[src/hw/vscore_pkg.sv]
/*
 * Shared constants for the voltage sensor core-access block.
 * Assumes a single 40 MHz clock domain and synchronous active-high reset.
 */
package vscore_pkg;
    localparam int          CFG_W          = 8;
    localparam int          CHSEL_W        = 4;
    localparam int          DATA_W         = 12;
    localparam int          SAMPLE_W       = 6;
    // Configuration word field positions and reset value
    localparam int          CFG_MODE_LSB   = 0;
    localparam int          CFG_CAL_BIT    = 6;
    localparam logic [7:0]  CFG_RESET      = 8'h00;
    // Sequencer mode encodings
    localparam logic [1:0]  MODE_CH2_TO_7  = 2'h0;
    localparam logic [1:0]  MODE_CH0_TO_7  = 2'h1;
    localparam logic [1:0]  MODE_CH0_TO_1  = 2'h2;
    localparam logic [1:0]  MODE_DIRECTED  = 2'h3;
    // Conversion time per channel in ns (2 us at 500 ksps)
    localparam int          CONV_TIME_NS   = 2000;
    localparam int          CLK_PERIOD_NS  = 25;
    localparam int          CONV_CYCLES    = CONV_TIME_NS / CLK_PERIOD_NS;
    // Calibration adds a fixed offset to the converted code
    localparam logic [5:0]  CAL_OFFSET     = 6'h00;
endpackage

[src/hw/vscore_adc.sv]
/*
 * Behavioural sample source: one conversion of a channel.
 * Assumes start pulses only while idle; held cleared by reset or low run.
 */
`timescale 1ns/10ps
module vscore_adc #(
    parameter int CYCLES = 80
) (
    // Clock and control
    input  wire logic       clk,
    input  wire logic       srst,
    input  wire logic       ce,
    input  wire logic       run,
    // Request
    input  wire logic       start,
    input  wire logic [3:0] channel,
    // Result
    output logic            done,
    output logic [5:0]      code
);
    logic [$clog2(CYCLES+1)-1:0] cnt_q;
    logic                        busy_q;
    logic [3:0]                  ch_q;

    // A conversion needs a start cycle and a done cycle at least
    if (CYCLES < 2) begin : g_bad_cycles
        $error("vscore_adc: CYCLES must be at least 2");
    end

    // Conversion timer; internal clock gated off outside run
    always_ff @(posedge clk) begin
        if (srst || !run) begin
            busy_q <= 1'b0;
            cnt_q  <= '0;
            ch_q   <= 4'h0;
            done   <= 1'b0;
            code   <= 6'h00;
        end else if (ce) begin
            done <= 1'b0;
            if (start && !busy_q) begin
                busy_q <= 1'b1;
                ch_q   <= channel;
                cnt_q  <= ($clog2(CYCLES+1))'(CYCLES - 1);
            end else if (busy_q) begin
                if (cnt_q == '0) begin
                    busy_q <= 1'b0;
                    done   <= 1'b1;
                    code   <= {ch_q, 2'h0} ^ 6'h2a; // Deterministic stand-in code
                end else begin
                    cnt_q <= cnt_q - 1'b1;
                end
            end
        end
    end
endmodule

[src/hw/vscore_top.sv]
/*
 * Voltage sensor core-access logic: serial configuration, channel
 * sequencing, per-channel and per-sequence completion and sample output.
 * Assumes fabric logic sequences access enable, reset and configuration.
 * Directed mode treats every channel as a one-channel sequence, so each
 * result there carries the sequence-done flag as well.
 */
// Contract
// - Falling shift strobe starts conversion with the newly loaded configuration.
// - Non-directed modes convert the implied channels in turn, flagging each done.
// - Last channel of a sequence raises conversion-done and sequence-done together.
// - Sequence restarts automatically until enable low or reset high.
// - Directed mode: strobe fall starts conversion of the selected channel.
// - Mode 00 channels 2-7, 01 channels 0-7, 10 channels 0-1, 11 select.
// - Configuration word shifts in least significant bit first.
// - Sequence-done pulses for exactly one clock after a full sequence.
// - Reset high clears all registers and gates the conversion clock off.
`timescale 1ns/10ps
module vscore_top
    import vscore_pkg::*;
#(
    parameter int CONV_CYC = vscore_pkg::CONV_CYCLES
) (
    // Clock, reset, enable
    input  wire logic                         CLOCK,
    input  wire logic                         SRST,
    input  wire logic                         CE,
    // Sensor control from fabric
    input  wire logic                         SENSOR_RESET,
    input  wire logic                         CORE_ACCESS_ENABLE_ALT,
    input  wire logic                         CFG_SHIFT,
    input  wire logic                         CFG_DATA,
    input  wire logic [vscore_pkg::CHSEL_W-1:0] CHANNEL_SELECT,
    // Results to fabric
    output logic                              CONV_DONE,
    output logic                              SEQ_DONE,
    output logic [vscore_pkg::DATA_W-1:0]     DATA_OUT
);
    import vscore_pkg::*;

    typedef enum logic [1:0] {VS_IDLE, VS_START, VS_CONVERT} vscore_state_e;

    vscore_state_e    state_q;
    logic [7:0]       cfg_shreg_q;
    logic [7:0]       cfg_q;
    logic             shift_q;
    logic [3:0]       ch_q;
    logic             last_q;
    logic             run;
    logic             adc_start;
    logic             adc_done;
    logic [5:0]       adc_code;
    logic             strobe_fell;
    logic [1:0]       new_mode;
    logic [1:0]       cur_mode;
    logic [3:0]       next_ch;
    logic             next_last;
    logic [5:0]       cal_sample;

    // Elaboration checks: the converter needs a start and a done cycle, and
    // the port widths are tied to the fixed configuration and sample layout
    if (CONV_CYC < 2) begin : g_bad_conv
        $error("vscore_top: CONV_CYC must be at least 2");
    end
    if (CHSEL_W != 4) begin : g_bad_chsel
        $error("vscore_top: channel select must be 4 bits wide");
    end
    if (DATA_W != 2 * SAMPLE_W) begin : g_bad_data
        $error("vscore_top: data word must hold the sample and a reserved half");
    end
    if (CFG_W != 8) begin : g_bad_cfg
        $error("vscore_top: configuration word must be 8 bits wide");
    end

    // First channel of the sequence picked by the mode field
    function automatic logic [3:0] first_ch(input logic [1:0] mode, input logic [3:0] sel);
        case (mode)
            MODE_CH2_TO_7: first_ch = 4'h2;
            MODE_CH0_TO_7: first_ch = 4'h0;
            MODE_CH0_TO_1: first_ch = 4'h0;
            default:       first_ch = sel;
        endcase
    endfunction

    // Last channel of the sequence picked by the mode field
    function automatic logic [3:0] last_ch(input logic [1:0] mode, input logic [3:0] sel);
        case (mode)
            MODE_CH2_TO_7: last_ch = 4'h7;
            MODE_CH0_TO_7: last_ch = 4'h7;
            MODE_CH0_TO_1: last_ch = 4'h1;
            default:       last_ch = sel;
        endcase
    endfunction

    // Sequencer mode field of a configuration word
    function automatic logic [1:0] mode_of(input logic [7:0] cfg);
        mode_of = cfg[CFG_MODE_LSB +: 2];
    endfunction

    // Sensor runs only with core access on and its reset low
    assign run = CORE_ACCESS_ENABLE_ALT && !SENSOR_RESET;
    assign adc_start = (state_q == VS_START);

    // Strobe fall, seen at the first edge with the strobe low after a high
    assign strobe_fell = shift_q && !CFG_SHIFT;

    // Mode about to be loaded, and mode of the running sequence
    assign new_mode = mode_of(cfg_shreg_q);
    assign cur_mode = mode_of(cfg_q);

    // Calibrated sample; the sum is kept to the six sample bits on purpose
    assign cal_sample = 6'(adc_code + (cfg_q[CFG_CAL_BIT] ? CAL_OFFSET : 6'h00));

    // Channel and last flag that follow the current one in a running sequence.
    // Directed mode takes whatever the select input shows at the done edge, so
    // the fabric must have it settled a cycle before the done pulse.
    always_comb begin
        next_ch   = ch_q + 4'h1;
        next_last = (ch_q + 4'h1) == last_ch(cur_mode, 4'h0);
        if (cur_mode == MODE_DIRECTED) begin
            next_ch   = CHANNEL_SELECT;
            next_last = 1'b1;
        end else if (last_q) begin
            // End of a pass: wrap to the first channel of the same mode
            next_ch   = first_ch(cur_mode, 4'h0);
            next_last = first_ch(cur_mode, 4'h0) == last_ch(cur_mode, 4'h0);
        end
    end

    // Serial configuration shift, LSB first, loaded on strobe fall
    always_ff @(posedge CLOCK) begin
        if (SRST || SENSOR_RESET) begin
            cfg_shreg_q <= CFG_RESET;
            cfg_q       <= CFG_RESET;
            shift_q     <= 1'b0;
        end else if (CE) begin
            shift_q <= CFG_SHIFT;
            if (CFG_SHIFT) begin
                cfg_shreg_q <= {CFG_DATA, cfg_shreg_q[7:1]};
            end
            if (shift_q && !CFG_SHIFT) begin
                cfg_q <= cfg_shreg_q;
            end
        end
    end

    // Channel sequencer. Timing from the edge that sees the strobe low:
    // that edge loads START, the next edge starts the converter, CONV_CYC
    // edges later the converter reports done, and the edge after that
    // raises CONV_DONE. Each further channel follows CONV_CYC + 2 cycles on.
    // A strobe fall in mid-sequence wins over the running conversion, so the
    // fabric must only reconfigure after a sequence-done cycle.
    always_ff @(posedge CLOCK) begin
        if (SRST || SENSOR_RESET || !CORE_ACCESS_ENABLE_ALT) begin
            state_q <= VS_IDLE;
            ch_q    <= 4'h0;
            last_q  <= 1'b0;
        end else if (CE) begin
            if (strobe_fell) begin
                // Strobe fall restarts with the new configuration
                state_q <= VS_START;
                ch_q    <= first_ch(new_mode, CHANNEL_SELECT);
                last_q  <= (new_mode == MODE_DIRECTED) ||
                           (first_ch(new_mode, CHANNEL_SELECT) ==
                            last_ch(new_mode, CHANNEL_SELECT));
            end else begin
                case (state_q)
                    // Waits for a strobe fall
                    VS_IDLE: state_q <= VS_IDLE;
                    // Start pulse to the converter lasts this one cycle
                    VS_START: state_q <= VS_CONVERT;
                    // On done, step to the next channel and convert again
                    VS_CONVERT: begin
                        if (adc_done) begin
                            state_q <= VS_START;
                            ch_q    <= next_ch;
                            last_q  <= next_last;
                        end
                    end
                    default: state_q <= VS_IDLE;
                endcase
            end
        end
    end

    // Completion flags and sample output
    always_ff @(posedge CLOCK) begin
        if (SRST || SENSOR_RESET) begin
            CONV_DONE <= 1'b0;
            SEQ_DONE  <= 1'b0;
            DATA_OUT  <= '0;
        end else if (CE) begin
            CONV_DONE <= adc_done;
            SEQ_DONE  <= adc_done && last_q;
            if (adc_done) begin
                DATA_OUT <= {cal_sample, 6'h00};
            end
        end
    end

    // One-channel converter
    vscore_adc #(
        .CYCLES (CONV_CYC)
    ) u_adc (
        .clk     (CLOCK),
        .srst    (SRST),
        .ce      (CE),
        .run     (run),
        .start   (adc_start),
        .channel (ch_q),
        .done    (adc_done),
        .code    (adc_code)
    );
endmodule

[config.mk]
export PLATFORM = sky130hd
export DESIGN_NAME = vscore_top
export DESIGN_NICKNAME = d
export VERILOG_FILES = /design/src/hw/vscore_pkg.sv /design/src/hw/vscore_adc.sv /design/src/hw/vscore_top.sv
export SDC_FILE = /design/constraint.sdc
export NUM_CORES = 1
export LEC_CHECK = 0
export ABC_AREA = 1
export BUFFER_PORTS_ARGS = -buffer_cell sky130_fd_sc_hd__buf_2
export CAP_MARGIN = 0
export CORE_MARGIN = 5
export CORE_UTILIZATION = 50
export DETAILED_ROUTE_END_ITERATION = 12
export GPL_ROUTABILITY_DRIVEN = 0
export PLACE_DENSITY = 0.76
export SYNTH_ARGS = -nofsm -noshare
export SYNTH_HDL_FRONTEND = slang
export SYNTH_SLANG_ARGS = --single-unit
[constraint.sdc]
create_clock -name CLOCK -period 2.4 [get_ports CLOCK]
set_input_delay 0.12 -clock CLOCK [delete_from_list [all_inputs] [get_ports CLOCK]]
set_output_delay 0.12 -clock CLOCK [all_outputs]
set_load 0.005 [all_outputs]
==> flow_metrics.py, run 1 <==
metrics = {
    "outcome": {
        "status": "completed",
    },
    "timing": {
        "setup_viol": 0,
        "fmax_ghz": 0.675,
        "post-route-period-util_pct": 61.7,
        "finalClockSkew_ns": 0.00637,
        "rsz0062_at_grt": "false",
        "period_minus_slack_ns": 1.48,
        "fin_tns_setup_ns": 0,
        "maxSlewViolCount": 0,
        "finalHoldViolCount": 0,
    },
    "place": {
        "hpwl_um": 2990,
        "io_buffers": 17,
    },
    "clock_network": {
        "clk_path_buf_depth": 2,
        "h-tree-depth": 2,
        "cts_resized": 0,
        "postCtsSetupBuffers": 0,
        "numCtsBuffers": 5,
        "clk_pin_slew_worst_paths_ns": 0.08,
        "clk_latency_ns": 0.30,
        "cts-root-buf": "clkbuf_8",
        "tritoncts": "built",
        "cts_sinks": 43,
        "cts-hold-fix-buffers": 0,
    },
    "logic_synthesis": {
        "yosys.area.top_type": "dfxtp_1",
        "yosys-top-cells-area": "dfxtp_1, nand2_1, a21oi_1",
        "synth_most_common_cell": "nand2_1",
        "ys_seq_area_share_pct": 40.8,
        "syn_inst": 284,
        "avgSynthCellArea_sq_um": 7.43,
        "synth_edf_count": 0,
        "async_flop_share_pct": 0,
        "synth_top_area_share_pct": 40.8,
        "yosys_most_used_dff": "dfxtp_1",
        "synth_cell_types": 32,
        "syn_area_sq_mm": 0.00211,
        "synth-seq-cells": 43,
        "yosys_warnings": 0,
        "synth_common_cells": "nand2_1, dfxtp_1, a21oi_1, inv_1, nor2_1",
    },
    "grt": {
        "grt_pass1_vias": 1596,
        "grt_pass1_wl_um": 6980,
        "track_usage_pct": 16.2,
        "grt-ovfl-total": 0,
        "grt_antenna_before_repair": 0,
        "grt_max_degree": 20,
    },
    "min_path": {
        "min_from": "CFG_DATA",
        "min_to": "cfg_shreg_q[7]$_SDFFE_PP0P_",
        "hold-path-cell-count": 3,
        "min_path_type": "input pin to flip-flop",
    },
    "layout": {
        "fillers": 381,
        "antennaDiodeCount": 0,
        "drive_gt1_share_pct": 15.7,
        "multi_input_area_sq_mm": 0.00106,
        "nets": 318,
        "syn_to_final_growth_pct": 9.31,
        "seqCellArea_sq_um": 861,
    },
    "critical_path": {
        "crit_arrival_ns": 1.68,
        "cp-start-kind": "flip-flop",
        "critPathMaxFanout": 8,
        "cp.required_ns": 2.60,
        "worstSetupPathType": "flip-flop to flip-flop",
        "worstReg2RegStart": "u_adc.cnt_q[0]$_SDFFE_PP0P_",
        "reg2reg_depth": 9,
        "end_kind": "flip-flop",
        "reg2reg_setup_slack_ns": 0.92,
        "rr_endpoint": "u_adc.code[4]$_SDFFE_PP0P_",
    },
    "floorplanning": {
        "core_area_sq_mm": 0.00406,
        "chipWidth_um": 75.0,
        "fp.dieH_um": 75.0,
        "die_area_sq_mm": 0.00562,
        "initial_utilization_pct": 52.0,
        "std_cell_rows": 23,
        "ios": 25,
    },
    "routing": {
        "drtPass1Iterations": 4,
        "wirelength_um": 4010,
        "vias_per_cell": 5.01,
        "wl_per_cell_um": 11.3,
        "drc_errors": 0,
        "drtAntennaViolNets": 0,
        "first_iter_violations": 110,
        "dr_total_vias": 1778,
    },
    "power": {
        "ir_drop_mv": 0.317,
        "power_density_mw_per_mm2": 576,
        "leakagePower_nw": 1.03,
        "power.total_mw": 1.33,
    },
    "run": {
        "max_cap_violations": 0,
    },
}
==> per-layer routing <==
| layer | global-route usage, % | vias to the layer above | part of all wire [%] |
|---|---|---|---|
| met5 | 0 | - | 0 |
| met4 | 6.52 | 0 | 1.8 |
| met3 | 4.41 | 6 | 3.9 |
| met2 | 25.9 | 25 | 46 |
| met1 | 20.7 | 795 | 48 |
| li1 | - | 952 | - |
==> sequential cells by signal (all words and copies together) (netlist names), 2 cells and up <==
name / cells
cfg_shreg_q: 8
u_adc.cnt_q: 7
DATA_OUT: 5
u_adc.code: 5
ch_q: 4
u_adc.ch_q: 4
cfg_q: 2
state_q: 2
==> cell usage in the layout (no fill, tap or decap), drive strengths merged, types with 3 or more instances in the layout <==
master	instances
nand2	72
dfxtp	43
a21oi	31
inv	31
nor2	30
nand3	25
o21ai	20
buf	18
conb	7
nand4	6
clkbuf	5
ha	3
or2	3
==> power breakdown <==
part	switching, mW	internal (mW)
registers	0.00146	0.714
logic	0.0352	0.0151
clock network	0.254	0.310
total	0.291	1.04
==> layout make-up <==
class / count / area share, %
Inverter: 31 / 5.15
Sequential cell: 43 / 37.3
Timing Repair Buffer: 18 / 4.01
Multi-Input combinational cell: 205 / 45.9
Clock inverter: 3 / 1.90
Clock buffer: 5 / 2.98
Tap cell: 50 / 2.71
==> worst max-delay path by stage <==
stage	start	end	slack (ns)	cells after the start
finish	u_adc.cnt_q[0]$_SDFFE_PP0P_	u_adc.code[4]$_SDFFE_PP0P_	0.92	9
detailed placement	u_adc.cnt_q[0]$_SDFFE_PP0P_	u_adc.code[4]$_SDFFE_PP0P_	0.93	9
global route	u_adc.cnt_q[0]$_SDFFE_PP0P_	u_adc.code[4]$_SDFFE_PP0P_	0.80	9
floorplan	u_adc.cnt_q[0]$_SDFFE_PP0P_	u_adc.busy_q$_SDFFE_PP0P_	1.07	9
CTS	u_adc.cnt_q[0]$_SDFFE_PP0P_	u_adc.code[4]$_SDFFE_PP0P_	0.92	9
global placement	u_adc.cnt_q[0]$_SDFFE_PP0P_	u_adc.busy_q$_SDFFE_PP0P_	1.0	9
==> metrics by stage <==
step	hold slack, ns	utilization (%)	setup WS [ns]	instance area, sq um	instances
floorplan	0.265	-	1.07	2130	290
global placement	0.372	54.1	0.996	2190	347
detailed placement	0.375	54.1	0.926	2190	347
CTS	0.0490	56.9	0.920	2310	355
global route	0.0671	56.9	0.798	2310	355
finish	0.0593	56.9	0.919	2310	355
==> kinds of logic after synthesis <==
group	Yosys count	synth area share [%]
flops	43	40.8
simple gates	139	33.1
buf+inv	42	10.1
compound gates	56	14.1
other cells	1	0.178
fa+ha+maj	3	1.78
==> critical path, cell delays in order (launching register included) <==
cell and delay [ns]:
dfxtp_1 0.31, inv_1 0.16, ha_1 0.18, inv_1 0.04
nor2_1 0.15, nand3_4 0.12, nor2_4 0.18, inv_2 0.06
nor2_1 0.11, nor2_1 0.06
(Power assumes the default switching activity.)
==> inputs of run 2 (changes only) <==
==> constraint.sdc (replaced) <==
create_clock -name CLOCK -period 1.5 [get_ports CLOCK]
set_input_delay 0.075 -clock CLOCK [delete_from_list [all_inputs] [get_ports CLOCK]]
set_output_delay 0.075 -clock CLOCK [all_outputs]
set_load 0.005 [all_outputs]
==> run 2 against run 1 <==
Compared with the run above:
- die area did not move
- wire length up 8.6%
- clock skew grew 0.0036 ns
- utilization is 0.062 points higher
- register-to-register slack worse by 0.79 ns
- via count increased by 3.5%
==> flow_metrics.py, run 2 (same netlist as run 1, synthesis figures left out) <==
metrics = {
    "clock_network": {
        "cts-hold-fix-buffers": 0,
        "tritoncts": "built",
        "clk_path_buf_depth": 2,
        "numCtsBuffers": 5,
        "cts_sinks": 43,
        "cts-root-buf": "clkbuf_8",
        "h-tree-depth": 2,
        "clk_pin_slew_worst_paths_ns": 0.09,
        "clk_latency_ns": 0.30,
    },
    "layout": {
        "syn_to_final_growth_pct": 9.43,
        "reg_top3": "cfg_shreg_q x8, u_adc.cnt_q x7",
        "fillers": 380,
        "mostFrequentLayoutCells": "nand2_1, dfxtp_1, a21oi_1",
        "regMostFlops": "cfg_shreg_q",
        "nets": 320,
        "largest_reg_flops": 8,
        "antennaDiodeCount": 0,
        "drive_gt1_share_pct": 17.9,
        "layout_commonest_cell": "nand2_1",
    },
    "power": {
        "power_switching_uw": 482,
        "internal_power_mw": 1.50,
        "swShare_pct": 24.3,
        "p_seq_share_pct": 57.8,
        "leakagePower_nw": 1.02,
        "power_density_mw_per_mm2": 858,
        "ir_drop_mv": 0.540,
        "clockPowerShare_pct": 38.1,
        "combinationalPowerShare_pct": 4.1,
        "power.total_mw": 1.98,
    },
    "timing": {
        "maxSlewViolCount": 0,
        "setup_viol": 0,
        "post-route-period-util_pct": 91.2,
        "fin_tns_setup_ns": 0,
        "finalClockSkew_ns": 0.00993,
        "finalHoldViolCount": 0,
        "period_minus_slack_ns": 1.37,
        "fmax_ghz": 0.731,
    },
    "floorplanning": {
        "fp.dieH_um": 75.0,
        "initial_utilization_pct": 52.0,
        "ios": 25,
        "chipWidth_um": 75.0,
        "core_area_sq_mm": 0.00406,
        "die_area_sq_mm": 0.00562,
        "std_cell_rows": 23,
    },
    "routing": {
        "drc_errors": 0,
        "drtPass1Iterations": 4,
        "vias_per_cell": 5.16,
        "first_iter_violations": 91,
        "wirelength_um": 4350,
        "drtAntennaViolNets": 0,
        "wl_per_cell_um": 12.2,
        "dr_total_vias": 1841,
    },
    "grt": {
        "track_usage_pct": 17.0,
        "grt_pass1_vias": 1665,
        "grt_antenna_before_repair": 0,
        "grt-ovfl-total": 0,
        "grt_pass1_wl_um": 7320,
        "grt_max_degree": 20,
    },
    "critical_path": {
        "cp_cell_sequence": "inv_2, ha_1, inv_1, nor2_2, nand3_4, nor2_4, inv_2, nor2_2, nor2_1",
        "crit_arrival_ns": 1.58,
        "cp.required_ns": 1.71,
        "critPathBufInv": 3,
        "critPathMaxFanout": 8,
        "worstSetupPathType": "flip-flop to flip-flop",
        "cp-start-kind": "flip-flop",
        "end_kind": "flip-flop",
        "slowest_delay_ns": 0.33,
        "crit_family": "simple AND/OR/NAND/NOR gates",
        "cpMaxStageDelayCell": "dfxtp_1",
    },
    "place": {
        "hpwl_um": 3230,
        "io_buffers": 17,
    },
    "run": {
        "max_cap_violations": 0,
    },
    "outcome": {
        "status": "completed",
    },
    "min_path": {
        "min_path_type": "input pin to flip-flop",
    },
}
run 2: final timing paths:
| check | startpoint | endpoint | slack [ns] | cells after the start |
|---|---|---|---|---|
| max reg2reg | u_adc.cnt_q[1]$_SDFFE_PP0P_ | u_adc.code[4]$_SDFFE_PP0P_ | 0.13 | 9 |
| min | CFG_DATA | cfg_shreg_q[7]$_SDFFE_PP0P_ | 0.03 | 3 |
| max | u_adc.cnt_q[1]$_SDFFE_PP0P_ | u_adc.code[4]$_SDFFE_PP0P_ | 0.13 | 9 |
| min reg2reg | u_adc.ch_q[3]$_SDFFE_PP0P_ | u_adc.code[5]$_SDFFE_PP0P_ | 0.43 | 1 |
run 2: routing by layer:
| metal | track usage [%] | up-vias | part of all wire, % |
|---|---|---|---|
| met1 | 21.2 | 836 | 44 |
| met3 | 4.81 | 7 | 4.5 |
| met4 | 5.93 | 0 | 1.5 |
| li1 | - | 962 | - |
| met5 | 0 | - | 0 |
| met2 | 28.1 | 36 | 50 |
run 2: power groups by stage:
stage	sequential, mW	combinational, mW	clock (mW)
6_report	1.15	0.0812	0.755
5_1_grt	1.15	0.0900	0.829
4_1_cts	1.15	0.0808	0.771
3_5_place_dp	1.17	0.0802	0
3_3_place_gp	1.17	0.0795	0
2_1_floorplan	1.17	0.0743	0
run 2: per-stage QoR:
step | area (sq um) | setup WS, ns | cells | hold slack (ns) | util, %
2_1_floorplan | 2130 | 0.171 | 290 | 0.220 | -
4_1_cts | 2300 | 0.0861 | 357 | 0.0128 | 56.7
3_5_place_dp | 2210 | 0.0946 | 349 | 0.345 | 54.5
6_report | 2310 | 0.132 | 357 | 0.0263 | 56.9
3_3_place_gp | 2210 | 0.183 | 349 | 0.326 | 54.5
5_1_grt | 2310 | -0.00263 | 357 | 0.00771 | 56.9
run 2: cell type report:
class	instances	area, sq um	share of cell area, %
clock inverters	3	23.8	1.03
clock buffers	5	68.8	2.98
inverters	31	119	5.15
flip-flops and latches	43	861	37.3
multi-input cells	205	1070	46.2
well taps	50	62.6	2.71
repair buffers	20	108	4.66
run 2: worst reg2reg max path, delay by kind of cell (launching register included):
kind / cells / cell delay, ns
buf+inv: 3 / 0.20
flops: 1 / 0.33
simple gates: 5 / 0.62
fa+ha+maj: 1 / 0.14
run 2: timing repair:
item / in CTS / in global routing
gates resized for setup: 0 / 7
endpoints found under the setup margin: 0 / 10
setup buffers: 0 / 0
==> inputs of run 3 (changes only) <==
--- a/config.mk
+++ b/config.mk
@@ -9,10 +9,10 @@
 export BUFFER_PORTS_ARGS = -buffer_cell sky130_fd_sc_hd__buf_2
 export CAP_MARGIN = 0
 export CORE_MARGIN = 5
-export CORE_UTILIZATION = 50
+export CORE_UTILIZATION = 55
 export DETAILED_ROUTE_END_ITERATION = 12
 export GPL_ROUTABILITY_DRIVEN = 0
-export PLACE_DENSITY = 0.76
+export PLACE_DENSITY = 0.78
 export SYNTH_ARGS = -nofsm -noshare
 export SYNTH_HDL_FRONTEND = slang
 export SYNTH_SLANG_ARGS = --single-unit
==> run 3 against run 2 <==
Compared with the run above:
- wire length is 7.1% lower
- highest routed layer unchanged
- die area fell by 7.9%
- clock skew fell by 0.0018 ns
- setup slack got worse by 0.010 ns
- final area stayed put
- sequential power about the same
- sequential cell count unchanged
- count of clock-buffer cells in the layout unchanged
- global-route usage shrank 0.73 points
- via count decreased by 2.0%
- critical path type unchanged
- combinational power hardly changed
==> flow_metrics.py, run 3 (same netlist as run 1, synthesis figures left out) <==
metrics = {
    "outcome": {
        "status": "completed",
    },
    "critical_path": {
        "cp_cell_sequence": "inv_1, ha_1, inv_1, nor2_2, nand3_4, nor2_4, inv_2, nor2_1, nor2_1",
        "slowest_delay_ns": 0.32,
        "end_kind": "flip-flop",
        "crit_arrival_ns": 1.58,
        "worstSetupPathType": "flip-flop to flip-flop",
        "cp.required_ns": 1.70,
        "cpMaxStageDelayCell": "dfxtp_1",
        "critPathMaxFanout": 8,
        "cp-start-kind": "flip-flop",
    },
    "routing": {
        "drc_errors": 0,
        "wl_per_cell_um": 11.3,
        "wirelength_um": 4040,
        "dr_total_vias": 1805,
        "vias_per_cell": 5.07,
        "first_iter_violations": 160,
        "drtPass1Iterations": 5,
        "drtAntennaViolNets": 0,
    },
    "timing": {
        "maxSlewViolCount": 0,
        "post-route-period-util_pct": 91.9,
        "period_minus_slack_ns": 1.38,
        "finalHoldViolCount": 0,
        "finalClockSkew_ns": 0.00817,
        "fmax_ghz": 0.725,
        "setup_viol": 0,
        "fin_ws_ns": 0.122,
    },
    "clock_network": {
        "clk_path_buf_depth": 2,
        "postCtsSetupBuffers": 0,
        "cts-hold-fix-buffers": 0,
        "tritoncts": "built",
        "cts_resized": 0,
        "cts-root-buf": "clkbuf_8",
        "clk_latency_ns": 0.30,
        "h-tree-depth": 2,
        "clk_pin_slew_worst_paths_ns": 0.09,
        "numCtsBuffers": 5,
        "cts_sinks": 43,
    },
    "run": {
        "max_cap_violations": 0,
    },
    "layout": {
        "fillers": 325,
        "largest_reg_flops": 8,
        "syn_to_final_growth_pct": 9.43,
        "drive_gt1_share_pct": 17.2,
        "regMostFlops": "cfg_shreg_q",
        "reg_top3": "cfg_shreg_q x8, u_adc.cnt_q x7",
        "seqCellArea_sq_um": 861,
        "multi_input_area_sq_mm": 0.00106,
        "final_cell_area_sq_mm": 0.00231,
        "post-route-util_pct": 62.6,
        "antennaDiodeCount": 0,
        "layout_commonest_cell": "nand2_1",
        "mostFrequentLayoutCells": "nand2_1, dfxtp_1, a21oi_1",
        "nets": 321,
        "final-instance-count-excl-fill": 356,
    },
    "grt": {
        "grt_max_degree": 20,
        "track_usage_pct": 16.3,
        "grt_pass1_vias": 1523,
        "grt_pass1_wl_um": 6730,
        "grt_antenna_before_repair": 0,
        "grt-ovfl-total": 0,
    },
    "power": {
        "power.total_mw": 1.97,
        "power_density_mw_per_mm2": 853,
        "internal_power_mw": 1.50,
        "swShare_pct": 23.8,
        "power_switching_uw": 468,
        "combinationalPowerShare_pct": 4.1,
        "leakagePower_nw": 1.03,
        "p_seq_share_pct": 58.1,
        "clockPowerShare_pct": 37.7,
        "ir_drop_mv": 0.532,
    },
    "floorplanning": {
        "chipWidth_um": 72.0,
        "std_cell_rows": 22,
        "fp.dieH_um": 72.0,
        "die_area_sq_mm": 0.00518,
        "initial_utilization_pct": 57.2,
        "core_area_sq_mm": 0.00369,
        "ios": 25,
    },
    "min_path": {
        "min_path_type": "input pin to flip-flop",
    },
    "place": {
        "dp.cells": 348,
        "dp_slack_ns": 0.125,
        "io_buffers": 17,
        "hpwl_um": 3010,
        "dpl-instance-area_sq_mm": 0.00221,
    },
}
-- run 3: routing by layer --
layer	track usage (%)	vias to the layer above	share of wire [%]
li1	-	966	-
met1	22.4	805	47
met2	24.8	31	47
met3	5.40	3	5.1
met4	3.76	0	0.64
met5	0	-	0
-- run 3: final cells by class --
class	count	area share, %
multi-input cells	205	46.0
inverters	31	5.15
well taps	48	2.60
clock buffers	5	2.98
repair buffers	21	4.98
clock inverters	3	1.03
flip-flops and latches	43	37.3
-- run 3: final timing paths --
kind	slack [ns]	depth (start not counted)	from	end
max	0.12	9	u_adc.cnt_q[0]$_SDFFE_PP0P_	u_adc.code[2]$_SDFFE_PP0P_
min	0.03	3	CFG_DATA	cfg_shreg_q[7]$_SDFFE_PP0P_
max reg2reg	0.12	9	u_adc.cnt_q[0]$_SDFFE_PP0P_	u_adc.code[2]$_SDFFE_PP0P_
min reg2reg	0.43	1	u_adc.ch_q[1]$_SDFFE_PP0P_	u_adc.code[3]$_SDFFE_PP0P_
-- run 3: power by group through the flow --
stage / combinational [mW] / sequential [mW] / clock [mW]
5_1_grt: 0.0904 / 1.15 / 0.813
6_report: 0.0814 / 1.15 / 0.743
2_1_floorplan: 0.0743 / 1.17 / 0
3_3_place_gp: 0.0806 / 1.17 / 0
4_1_cts: 0.0812 / 1.15 / 0.771
3_5_place_dp: 0.0811 / 1.17 / 0
-- run 3: worst max-delay path, delay by kind of cell, from the launching register on --
| family | cells | cell delay [ns] |
|---|---|---|
| flip-flops | 1 | 0.32 |
| AND/OR/NAND/NOR | 5 | 0.60 |
| buffers and inverters | 3 | 0.21 |
| adder cells (fa/ha/maj) | 1 | 0.15 |
-- run 3: stage by stage --
step,setup TNS (ns),hold slack [ns]
6_report,0,0.0295
5_1_grt,-0.00916,0.0210
4_1_cts,0,0.0164
3_5_place_dp,0,0.338
3_3_place_gp,0,0.325
2_1_floorplan,0,0.220
